===== src/arcc_cfg.svh =====
`ifndef ARCC_CFG_SVH
`define ARCC_CFG_SVH
// Register byte offsets
`define ARCC_SOUND_CONTROL_OFFSET 12'h000
`define ARCC_SOUND_STATUS_OFFSET 12'h004
`define ARCC_ADDR_WIDTH 12
// Command bit positions in sound_control
`define ARCC_RX_ENABLE_BIT 0
`define ARCC_RX_DISABLE_BIT 1
`define ARCC_CLK_ENABLE_BIT 2
`define ARCC_CLK_DISABLE_BIT 3
// Status bit positions in sound_status
`define ARCC_RX_ACTIVE_BIT 0
`define ARCC_CLK_ACTIVE_BIT 1
// Reset values of held states
`define ARCC_RX_ACTIVE_RESET 1'b0
`define ARCC_CLK_ACTIVE_RESET 1'b0
`endif


===== src/arcc_pkg.sv =====
package arcc_pkg;
   // Action decoded from one enable/disable command pair
   typedef enum logic [1:0] {
      ARCC_CMD_HOLD = 2'b00,
      ARCC_CMD_SET = 2'b01,
      ARCC_CMD_CLEAR = 2'b11
   } arcc_cmd_t;
endpackage


===== src/arcc_cmd_pair.sv =====
`timescale 1ns/100ps
// One held state driven by a pair of self-clearing command strobes
module arcc_cmd_pair (
   input wire logic i_sys_clk,
   input wire logic i_reset,
   input wire logic i_write,
   input wire logic i_enable_cmd,
   input wire logic i_disable_cmd,
   output logic o_state
);
   logic state_reg;
   logic state_next;
   arcc_pkg::arcc_cmd_t action;

   // Disable wins when both are written together
   assign action = !i_write ? arcc_pkg::ARCC_CMD_HOLD :
                   i_disable_cmd ? arcc_pkg::ARCC_CMD_CLEAR :
                   i_enable_cmd ? arcc_pkg::ARCC_CMD_SET : arcc_pkg::ARCC_CMD_HOLD;
   assign state_next = (action == arcc_pkg::ARCC_CMD_CLEAR) ? 1'b0 :
                       (action == arcc_pkg::ARCC_CMD_SET) ? 1'b1 : state_reg;

   always_ff @(posedge i_sys_clk) begin
      if (i_reset) begin
         state_reg <= 1'b0;
      end else begin
         state_reg <= state_next;
      end
   end

   assign o_state = state_reg;

   AST_PAIR_DISABLE_WINS: assert property (@(posedge i_sys_clk) disable iff (i_reset)
      i_write && i_disable_cmd |=> !o_state) else $error("disable did not clear state");
   AST_PAIR_ZERO_HOLDS: assert property (@(posedge i_sys_clk) disable iff (i_reset)
      !(i_write && (i_enable_cmd || i_disable_cmd)) |=> $stable(o_state))
      else $error("state changed without a command");
endmodule


===== src/arcc_top.sv =====
// Decided for this implementation: register access over APB and the placing of the registers.
`timescale 1ns/100ps
`include "arcc_cfg.svh"
module arcc_top (
   input wire logic i_sys_clk,
   input wire logic i_reset,
   input wire logic i_psel,
   input wire logic i_penable,
   input wire logic i_pwrite,
   input wire logic [11:0] i_paddr,
   input wire logic [31:0] i_pwdata,
   output logic o_pready,
   output logic o_pslverr,
   output logic [31:0] o_prdata,
   output logic o_clock_gen_active,
   output logic o_receiver_active_flag
);
   logic access;
   logic hit_control;
   logic hit_status;
   logic ctrl_write;
   logic clock_gen_enable_cmd;
   logic clock_gen_disable_cmd;
   logic receiver_enable_cmd;
   logic receiver_disable_cmd;
   logic clk_state;
   logic rx_state;
   logic [31:0] status_word;
   logic rd_status;
   logic rd_control;
   logic wr_status;
   logic [31:0] prdata_next;
   logic pslverr_next;

   assign access = i_psel && i_penable;
   assign hit_control = (i_paddr == `ARCC_SOUND_CONTROL_OFFSET);
   assign hit_status = (i_paddr == `ARCC_SOUND_STATUS_OFFSET);
   // Command bits act only during the write access cycle and are not stored
   assign ctrl_write = access && i_pwrite && hit_control;
   assign clock_gen_enable_cmd = i_pwdata[`ARCC_CLK_ENABLE_BIT];
   assign clock_gen_disable_cmd = i_pwdata[`ARCC_CLK_DISABLE_BIT];
   assign receiver_enable_cmd = i_pwdata[`ARCC_RX_ENABLE_BIT];
   assign receiver_disable_cmd = i_pwdata[`ARCC_RX_DISABLE_BIT];

   // Clock generation state
   arcc_cmd_pair u_clk_pair (
      .i_sys_clk(i_sys_clk),
      .i_reset(i_reset),
      .i_write(ctrl_write),
      .i_enable_cmd(clock_gen_enable_cmd),
      .i_disable_cmd(clock_gen_disable_cmd),
      .o_state(clk_state)
   );

   // Receiver state; the flag follows it directly
   arcc_cmd_pair u_rx_pair (
      .i_sys_clk(i_sys_clk),
      .i_reset(i_reset),
      .i_write(ctrl_write),
      .i_enable_cmd(receiver_enable_cmd),
      .i_disable_cmd(receiver_disable_cmd),
      .o_state(rx_state)
   );

   assign status_word = {30'h0000_0000, clk_state, rx_state};
   assign rd_status = access && !i_pwrite && hit_status;
   assign rd_control = access && !i_pwrite && hit_control;
   assign wr_status = access && i_pwrite && hit_status;

   // Control is write-only: reads of it return zero
   assign prdata_next = rd_status ? status_word : 32'h0000_0000;

   // Anything but a control write or a status read answers with an error
   assign pslverr_next = access && !ctrl_write && !rd_status;

   // Zero wait state: answer is the access cycle itself
   assign o_pready = 1'b1;
   assign o_prdata = prdata_next;
   assign o_pslverr = pslverr_next;
   assign o_clock_gen_active = clk_state;
   assign o_receiver_active_flag = rx_state;

   AST_ZERO_NO_EFFECT: assert property (@(posedge i_sys_clk) disable iff (i_reset)
      ctrl_write && (i_pwdata[3:0] == 4'h0) |=> $stable(clk_state) && $stable(rx_state))
      else $error("zero write changed a state");
   AST_CLK_DISABLE: assert property (@(posedge i_sys_clk) disable iff (i_reset)
      ctrl_write && clock_gen_disable_cmd |=> !o_clock_gen_active)
      else $error("clock generation not stopped");
   AST_CLK_ENABLE: assert property (@(posedge i_sys_clk) disable iff (i_reset)
      ctrl_write && clock_gen_enable_cmd && !clock_gen_disable_cmd |=> o_clock_gen_active)
      else $error("clock generation not started");
   AST_RX_DISABLE: assert property (@(posedge i_sys_clk) disable iff (i_reset)
      ctrl_write && receiver_disable_cmd |=> !o_receiver_active_flag)
      else $error("receiver flag not cleared");
   AST_RX_ENABLE: assert property (@(posedge i_sys_clk) disable iff (i_reset)
      ctrl_write && receiver_enable_cmd && !receiver_disable_cmd |=> o_receiver_active_flag)
      else $error("receiver not activated");
   AST_FLAG_TRACKS: assert property (@(posedge i_sys_clk) disable iff (i_reset)
      $rose(o_receiver_active_flag) |-> $past(ctrl_write) && $past(receiver_enable_cmd))
      else $error("flag rose without enable");
   AST_STATUS_READ: assert property (@(posedge i_sys_clk) disable iff (i_reset)
      access && !i_pwrite && hit_status |-> o_prdata[`ARCC_RX_ACTIVE_BIT] == rx_state)
      else $error("status read mismatch");
   AST_CONTROL_READS_ZERO: assert property (@(posedge i_sys_clk) disable iff (i_reset)
      access && !i_pwrite && hit_control |-> o_prdata == 32'h0000_0000)
      else $error("control read not zero");

   // Bus answer checks
   AST_PREADY_HIGH: assert property (@(posedge i_sys_clk) disable iff (i_reset)
      o_pready)
      else $error("ready not high");

   AST_PRDATA_IDLE_ZERO: assert property (@(posedge i_sys_clk) disable iff (i_reset)
      !access |-> o_prdata == 32'h0000_0000)
      else $error("read data outside access");

   AST_PSLVERR_IDLE: assert property (@(posedge i_sys_clk) disable iff (i_reset)
      !access |-> !o_pslverr)
      else $error("error outside access");

   AST_CTRL_WRITE_OK: assert property (@(posedge i_sys_clk) disable iff (i_reset)
      ctrl_write |-> !o_pslverr)
      else $error("control write refused");

   AST_CTRL_READ_ERR: assert property (@(posedge i_sys_clk) disable iff (i_reset)
      rd_control |-> o_pslverr)
      else $error("control read not flagged");

   AST_STATUS_WRITE_ERR: assert property (@(posedge i_sys_clk) disable iff (i_reset)
      wr_status |-> o_pslverr)
      else $error("status write not flagged");

   AST_BAD_ADDR_ERR: assert property (@(posedge i_sys_clk) disable iff (i_reset)
      access && !hit_control && !hit_status |-> o_pslverr)
      else $error("unmapped access not flagged");

   // Status word layout
   AST_STATUS_CLK_BIT: assert property (@(posedge i_sys_clk) disable iff (i_reset)
      rd_status |-> o_prdata[`ARCC_CLK_ACTIVE_BIT] == clk_state)
      else $error("status clock bit mismatch");

   AST_STATUS_UPPER_ZERO: assert property (@(posedge i_sys_clk) disable iff (i_reset)
      rd_status |-> o_prdata[31:2] == 30'h0000_0000)
      else $error("status upper bits not zero");

   // Apart from reset, states move only on a control write
   AST_STATUS_WRITE_NO_EFFECT: assert property (@(posedge i_sys_clk) disable iff (i_reset)
      wr_status |=> $stable(clk_state) && $stable(rx_state))
      else $error("status write changed a state");

   AST_NO_WRITE_HOLDS: assert property (@(posedge i_sys_clk) disable iff (i_reset)
      !ctrl_write |=> $stable(clk_state) && $stable(rx_state))
      else $error("state changed without a write");

   AST_CLK_FELL_CAUSE: assert property (@(posedge i_sys_clk) disable iff (i_reset)
      $fell(o_clock_gen_active) && !$past(i_reset) |-> $past(ctrl_write) && $past(clock_gen_disable_cmd))
      else $error("clock generation stopped without disable");

   AST_CLK_ROSE_CAUSE: assert property (@(posedge i_sys_clk) disable iff (i_reset)
      $rose(o_clock_gen_active) |-> $past(ctrl_write) && !$past(clock_gen_disable_cmd))
      else $error("clock generation started while disabled");

   AST_RX_FELL_CAUSE: assert property (@(posedge i_sys_clk) disable iff (i_reset)
      $fell(o_receiver_active_flag) && !$past(i_reset) |-> $past(ctrl_write) && $past(receiver_disable_cmd))
      else $error("receiver stopped without disable");

   AST_RX_ROSE_CAUSE: assert property (@(posedge i_sys_clk) disable iff (i_reset)
      $rose(o_receiver_active_flag) |-> !$past(receiver_disable_cmd))
      else $error("receiver activated while disabled");

   // Reset clears both held states
   AST_RESET_CLEARS: assert property (@(posedge i_sys_clk)
      i_reset |=> !o_clock_gen_active && !o_receiver_active_flag)
      else $error("reset did not clear states");

   COV_RX_ON: cover property (@(posedge i_sys_clk) disable iff (i_reset) $rose(rx_state));
   COV_RX_OFF: cover property (@(posedge i_sys_clk) disable iff (i_reset) $fell(rx_state));
   COV_CLK_BOTH: cover property (@(posedge i_sys_clk) disable iff (i_reset)
      ctrl_write && clock_gen_enable_cmd && clock_gen_disable_cmd);
   COV_ERR: cover property (@(posedge i_sys_clk) disable iff (i_reset) o_pslverr);
endmodule


===== config.mk =====
export PLATFORM = sky130hd
export DESIGN_NAME = arcc_top
export DESIGN_NICKNAME = d
export VERILOG_FILES = /design/src/arcc_pkg.sv /design/src/arcc_cmd_pair.sv /design/src/arcc_top.sv
export VERILOG_INCLUDE_DIRS = /design/src
export SDC_FILE = /design/constraint.sdc
export NUM_CORES = 1
export LEC_CHECK = 0
export ABC_CLOCK_PERIOD_IN_PS = 1600
export BUFFER_PORTS_ARGS = -buffer_cell sky130_fd_sc_hd__buf_2
export CORE_MARGIN = 1.5
export CORE_UTILIZATION = 26
export CTS_BUF_LIST = sky130_fd_sc_hd__clkbuf_4 sky130_fd_sc_hd__clkbuf_8 sky130_fd_sc_hd__clkbuf_16
export DETAILED_ROUTE_END_ITERATION = 8
export PLACE_DENSITY_LB_ADDON = 0.1
export SYNTH_ARGS = -nofsm -noshare
export SYNTH_HDL_FRONTEND = slang
export SYNTH_SLANG_ARGS = --single-unit

===== constraint.sdc =====
create_clock -name i_sys_clk -period 1.6 [get_ports i_sys_clk]
set_input_delay 0.08 -clock i_sys_clk [delete_from_list [all_inputs] [get_ports i_sys_clk]]
set_output_delay 0.08 -clock i_sys_clk [all_outputs]
set_load 0.1 [all_outputs]

==> impl_metrics.csv, run 1 <==
group,metric,value,unit
setup_path,ff2ff_path_depth,2,
global_routing,grt_pass1_vias,279,
global_routing,track_usage,0.0787,
routing,drt_first_pass_iters,3,
placement,dp_slack,357,ps
routing,viasPerCell,3.65,
synth,yosysUniqueCellTypes,16,
power,total_power,0.530,mW
synth,synth_area_leaders,"buf_4, dfxtp_1, nor4_4",
timing,grt_setup_unrepaired,"false",
clock_tree,cts_resized,0,
clock_tree,clk_latency,220,ps
placement,gp_routability_congestion,0.605,
synth,synth_most_common_cell,"buf_4",
floorplan,io_pins,85,
synth,postSynthAreaPerCell,8.22,sq um
clock_tree,htree_levels,1,
finish,syn_to_final_growth,19.7,%
synth,syn_area,419,sq um
setup_path,worstSetupStartpointType,"primary input",
setup_path,cp.arrival,1170,ps
timing,final.setup.tns,0,ps
routing,ant_nets,0,
floorplan,die_area,0.00186,sq mm
timing,whs,20.7,ps
worst_hold_path,min_from,"i_reset",
synth,synth_ff_type,"dfxtp_1",
job,max_cap_viol_count,0,
floorplan,initial_core_util,0.278,
clock_tree,clkSinkCount,2,
power,p_per_area,1060,mW/mm^2
routing,post_drt_wl_per_cell,7.74,microns
routing,drt_iter0_drc,6,
clock_tree,clk_pin_slew,30,ps
setup_path,crit_fanout,3,
clock_tree,cts_tree,"yes",
timing,fmax,801,MHz
finish,antenna_cells,0,
setup_path,r2r_start,"u_rx_pair.o_state$_SDFFE_PP0N_",
placement,place_inst,90,
routing,wl,720,microns
clock_tree,clockBufferDepth,2,
global_routing,grt_max_degree,5,
clock_tree,clockRootBuffer,"clkbuf_4",
timing,finalMaxSlewViolations,0,
timing,finalSetupViolations,0,
timing,post-route-period-util,0.781,
synth,yosysSeqAreaShare,0.0955,
worst_hold_path,hold_path.class,"primary input to flip-flop",
finish,fin_cells,93,
routing,drc_errors,0,
synth,synth-async-reset-ratio,0,
global_routing,grt_pass1_wl,1.08,mm
synth,yosysTopAreaCell,"buf_4",
placement,io_buffers,25,
power,peakVddDrop,0.000360,V
setup_path,startpoint,"i_paddr[5]",
global_routing,antenna_found_initial,0,
placement,dpl.hpwl,654,microns
timing,skew,0,ps
setup_path,r2r_setup_slack,940,ps
outcome,status,"complete, no violations",
floorplan,core_area,0.00151,sq mm
timing,layout_setup_ws,351,ps
setup_path,cp.required,1520,ps
floorplan,die_y,43.2,microns
synth,yosys.area.top_type_share,0.555,
clock_tree,post_cts_buffers,0,
timing,finalCriticalPeriod,1250,ps
synth,syn_inst,51,
setup_path,path_class,"primary input to primary output",
worst_hold_path,worstHoldPathCells,2,
global_routing,overflow,0,
floorplan,rows,14,
clock_tree,cts_hold_buf,0,
synth,synth_edf_count,0,
clock_tree,cts_buffers,3,
synth,ys_ff_latch,2,
floorplan,die_w,43.2,microns
routing,vias,339,
power,power_leakage,0.283,nW
synth,ys_warn_count,0,
finish,fin_nets,128,
setup_path,worst_setup_path_end_kind,"primary output",
timing,hold_viol_final,0,
finish,drive_above_1_share,0.481,
-- report_power, final --
group	switching (mW)	internal [mW]	leakage [nW]	total [mW]
clock network	0.0305	0.0829	0.0138	0.113
registers	0.00000117	0.0502	0.0171	0.0502
logic	0.342	0.0243	0.253	0.366
-- state kept, by name, indices dropped and copies added, names as in the netlist --
register,flops
u_clk_pair.o_state,1
u_rx_pair.o_state,1
-- final timing paths --
path	endpoint
worst min-delay path	u_clk_pair.o_state$_SDFFE_PP0N_
worst max register to register	u_rx_pair.o_state$_SDFFE_PP0N_
worst min register to register	u_clk_pair.o_state$_SDFFE_PP0N_
worst max-delay path	o_prdata[0]
-- layout by cell type (no fill, tap or decap), drive strengths merged --
cell type | netlist | layout
and2 | 1 | 1
a21boi | 1 | 1
conb | 2 | 31
xor2 | 1 | 1
a211oi | 2 | 2
nor3 | 1 | 1
dfxtp | 2 | 2
and4b | 1 | 1
nor2b | 1 | 1
a21oi | 2 | 2
and3 | 1 | 1
clkbuf | 0 | 3
buf | 31 | 25
and4 | 3 | 3
nor4 | 2 | 2
-- per-stage QoR --
stage               utilization  instance area, sq um
floorplan                     -                   537
CTS                       0.333                   502
global placement          0.318                   479
detailed placement        0.318                   479
global route              0.333                   502
finish                    0.333                   502
-- metal layers --
metal  GRT usage  share of wire  vias up
li1            -              -      164
met1      0.0765           0.37      146
met2       0.137           0.52       29
met3      0.0255           0.12        0
met4      0.0545              0        0
met5           0              0        -
-- layout make-up --
type                            count  area (sq um)
Timing Repair Buffer               25           155
Sequential cell                     2          42.5
Multi-Input combinational cell     47           262
Clock buffer                        3          22.5
Tap cell                           16          20.0
Fill cell                         164          1000
-- kinds of logic after synthesis --
kind of cell    synth area share
flops                     0.0955
xor+xnor                  0.0209
other cells               0.0179
simple gates               0.233
buf+inv                    0.555
compound gates            0.0776
-- worst max-delay path, cell delays in order --
cell	delay, ps
buf_2	100
nor4_2	300
and3_2	250
and4_2	250
buf_12	180
Power figures use the tool's default switching activity.
==> run 2, diff against run 1 <==
Settings changed: ABC_CLOCK_PERIOD_IN_PS 1600 to 1270, CORE_UTILIZATION 26 to 24.
Clock period 1.6 ns to 1.27 ns, I/O delays scaled along.
==> run 2 against run 1 <==
  * Non-clock buffer count stayed put
  * Routed wire length down 1.5%
  * Sequential power increased by 26%
  * Utilization shrank 1.1 points
  * Sequential share of layout area decreased by 0.10 points
  * Via count up 0.88%
  * Clock skew unchanged
  * Global-route usage decreased by 0.44 points
  * Register-to-register slack got worse by 360 ps
  * Worst setup slack worse by 250 ps
  * First-iteration DRC count shrank 50%
  * Combinational power increased by 27%
  * Critical path type unchanged
  * Highest routed layer unchanged
==> impl_metrics.csv, run 2 (synthesis gave the netlist of run 1 again) <==
group,metric,value,unit
routing,ant_nets,0,
timing,finalCriticalPeriod,1170,ps
clock_tree,clk_latency,220,ps
setup_path,startpoint,"i_paddr[5]",
timing,finalSetupViolations,0,
setup_path,ff2ff_path_depth,2,
setup_path,cpPeakStageDelay,290,ps
setup_path,cp_slowest_cell,"nor4_2",
timing,finalMaxSlewViolations,0,
power,total_power,0.662,mW
global_routing,track_usage,0.0743,
worst_hold_path,min_from,"i_reset",
setup_path,cp.arrival,1110,ps
global_routing,grt_pass1_wl,1.08,mm
timing,post-route-period-util,0.921,
floorplan,die_w,44.8,microns
placement,dp_slack,83.7,ps
setup_path,path_class,"primary input to primary output",
global_routing,grt_max_degree,5,
clock_tree,htree_levels,1,
routing,post_drt_wl_per_cell,7.62,microns
floorplan,initial_core_util,0.266,
timing,skew,0,ps
setup_path,crit_chain,"buf_2, nor4_2, and3_4, and4_4, buf_12",
placement,dpl.hpwl,665,microns
setup_path,r2r_start,"u_clk_pair.o_state$_SDFFE_PP0N_",
clock_tree,cts_tree,"yes",
job,max_cap_viol_count,0,
setup_path,worst_setup_path_end_kind,"primary output",
placement,gp_routability_congestion,0.633,
worst_hold_path,worstHoldPathCells,2,
finish,fin_nets,128,
setup_path,crit_buf_inv,2,
clock_tree,post_cts_buffers,0,
clock_tree,clockBufferDepth,2,
floorplan,io_pins,85,
floorplan,die_y,44.8,microns
power,power_leakage,0.283,nW
worst_hold_path,hold_path.class,"primary input to flip-flop",
setup_path,cp.required,1210,ps
finish,layout_common_cells,"conb_1, buf_2, and4_4, clkbuf_4",
timing,layout_setup_ws,99.7,ps
outcome,status,"complete, no violations",
timing,whs,16.3,ps
timing,grt_setup_unrepaired,"false",
routing,viasPerCell,3.68,
setup_path,r2r_setup_slack,580,ps
timing,hold_viol_final,0,
timing,final.setup.tns,0,ps
floorplan,rows,14,
power,p_per_area,1300,mW/mm^2
clock_tree,clockRootBuffer,"clkbuf_4",
finish,antenna_cells,0,
global_routing,antenna_found_initial,0,
routing,vias,342,
placement,io_buffers,25,
routing,drt_first_pass_iters,4,
routing,drt_iter0_drc,3,
clock_tree,clkSinkCount,2,
finish,final_core_util,0.322,
global_routing,overflow,0,
power,peakVddDrop,0.000400,V
setup_path,worstSetupStartpointType,"primary input",
setup_path,r2r-end,"u_clk_pair.o_state$_SDFFE_PP0N_",
worst_hold_path,hold_end,"u_rx_pair.o_state$_SDFFE_PP0N_",
setup_path,crit_fanout,3,
finish,syn_to_final_growth,21.2,%
clock_tree,cts_buffers,3,
setup_path,cpLargestDelayFamily,"simple AND/OR/NAND/NOR gates",
timing,fmax,855,MHz
floorplan,core_area,0.00158,sq mm
global_routing,grt_pass1_vias,263,
clock_tree,clk_pin_slew,30,ps
finish,drive_above_1_share,0.481,
routing,wl,709,microns
finish,final_common_cell,"conb_1",
routing,drc_errors,0,
floorplan,die_area,0.00201,sq mm
-- run 2: worst max path at each step --
stage | end | slack, ps | cells past startpoint
after floorplan | o_pslverr | -0.008 | 3
after global placement | o_prdata[0] | 100 | 5
after detailed placement | o_prdata[0] | 80 | 5
after CTS | o_prdata[0] | 80 | 5
after global routing | o_prdata[0] | 1 | 5
final | o_prdata[0] | 100 | 5
-- run 2: what timing repair did --
action | in CTS | in global routing
endpoints found under the setup margin | 0 | 2
resized for setup | 0 | 1
hold buffers | 0 | 0
-- run 2: layer usage --
layer	GRT usage	wire, microns
met2	0.122	363
met4	0.0353	0
met5	0	0
met3	0.0240	89
met1	0.0874	256
-- run 2: cell type report --
cell class / count / area, sq um
repair buffers: 25 / 155
fillers: 173 / 1070
well taps: 16 / 20.0
multi-input cells: 47 / 268
clock buffers: 3 / 22.5
flip-flops and latches: 2 / 42.5
-- run 2: power breakdown --
group | switching (mW) | leakage, nW | internal [mW]
logic | 0.432 | 0.252 | 0.0307
registers | 0.00000157 | 0.0171 | 0.0633
clock network | 0.0325 | 0.0138 | 0.104
total | 0.464 | 0.283 | 0.198
-- run 2: metrics by stage --
step	area, sq um	cells
global placement	482	90
CTS	504	93
finish	508	93
global route	508	93
floorplan	539	80
detailed placement	482	90
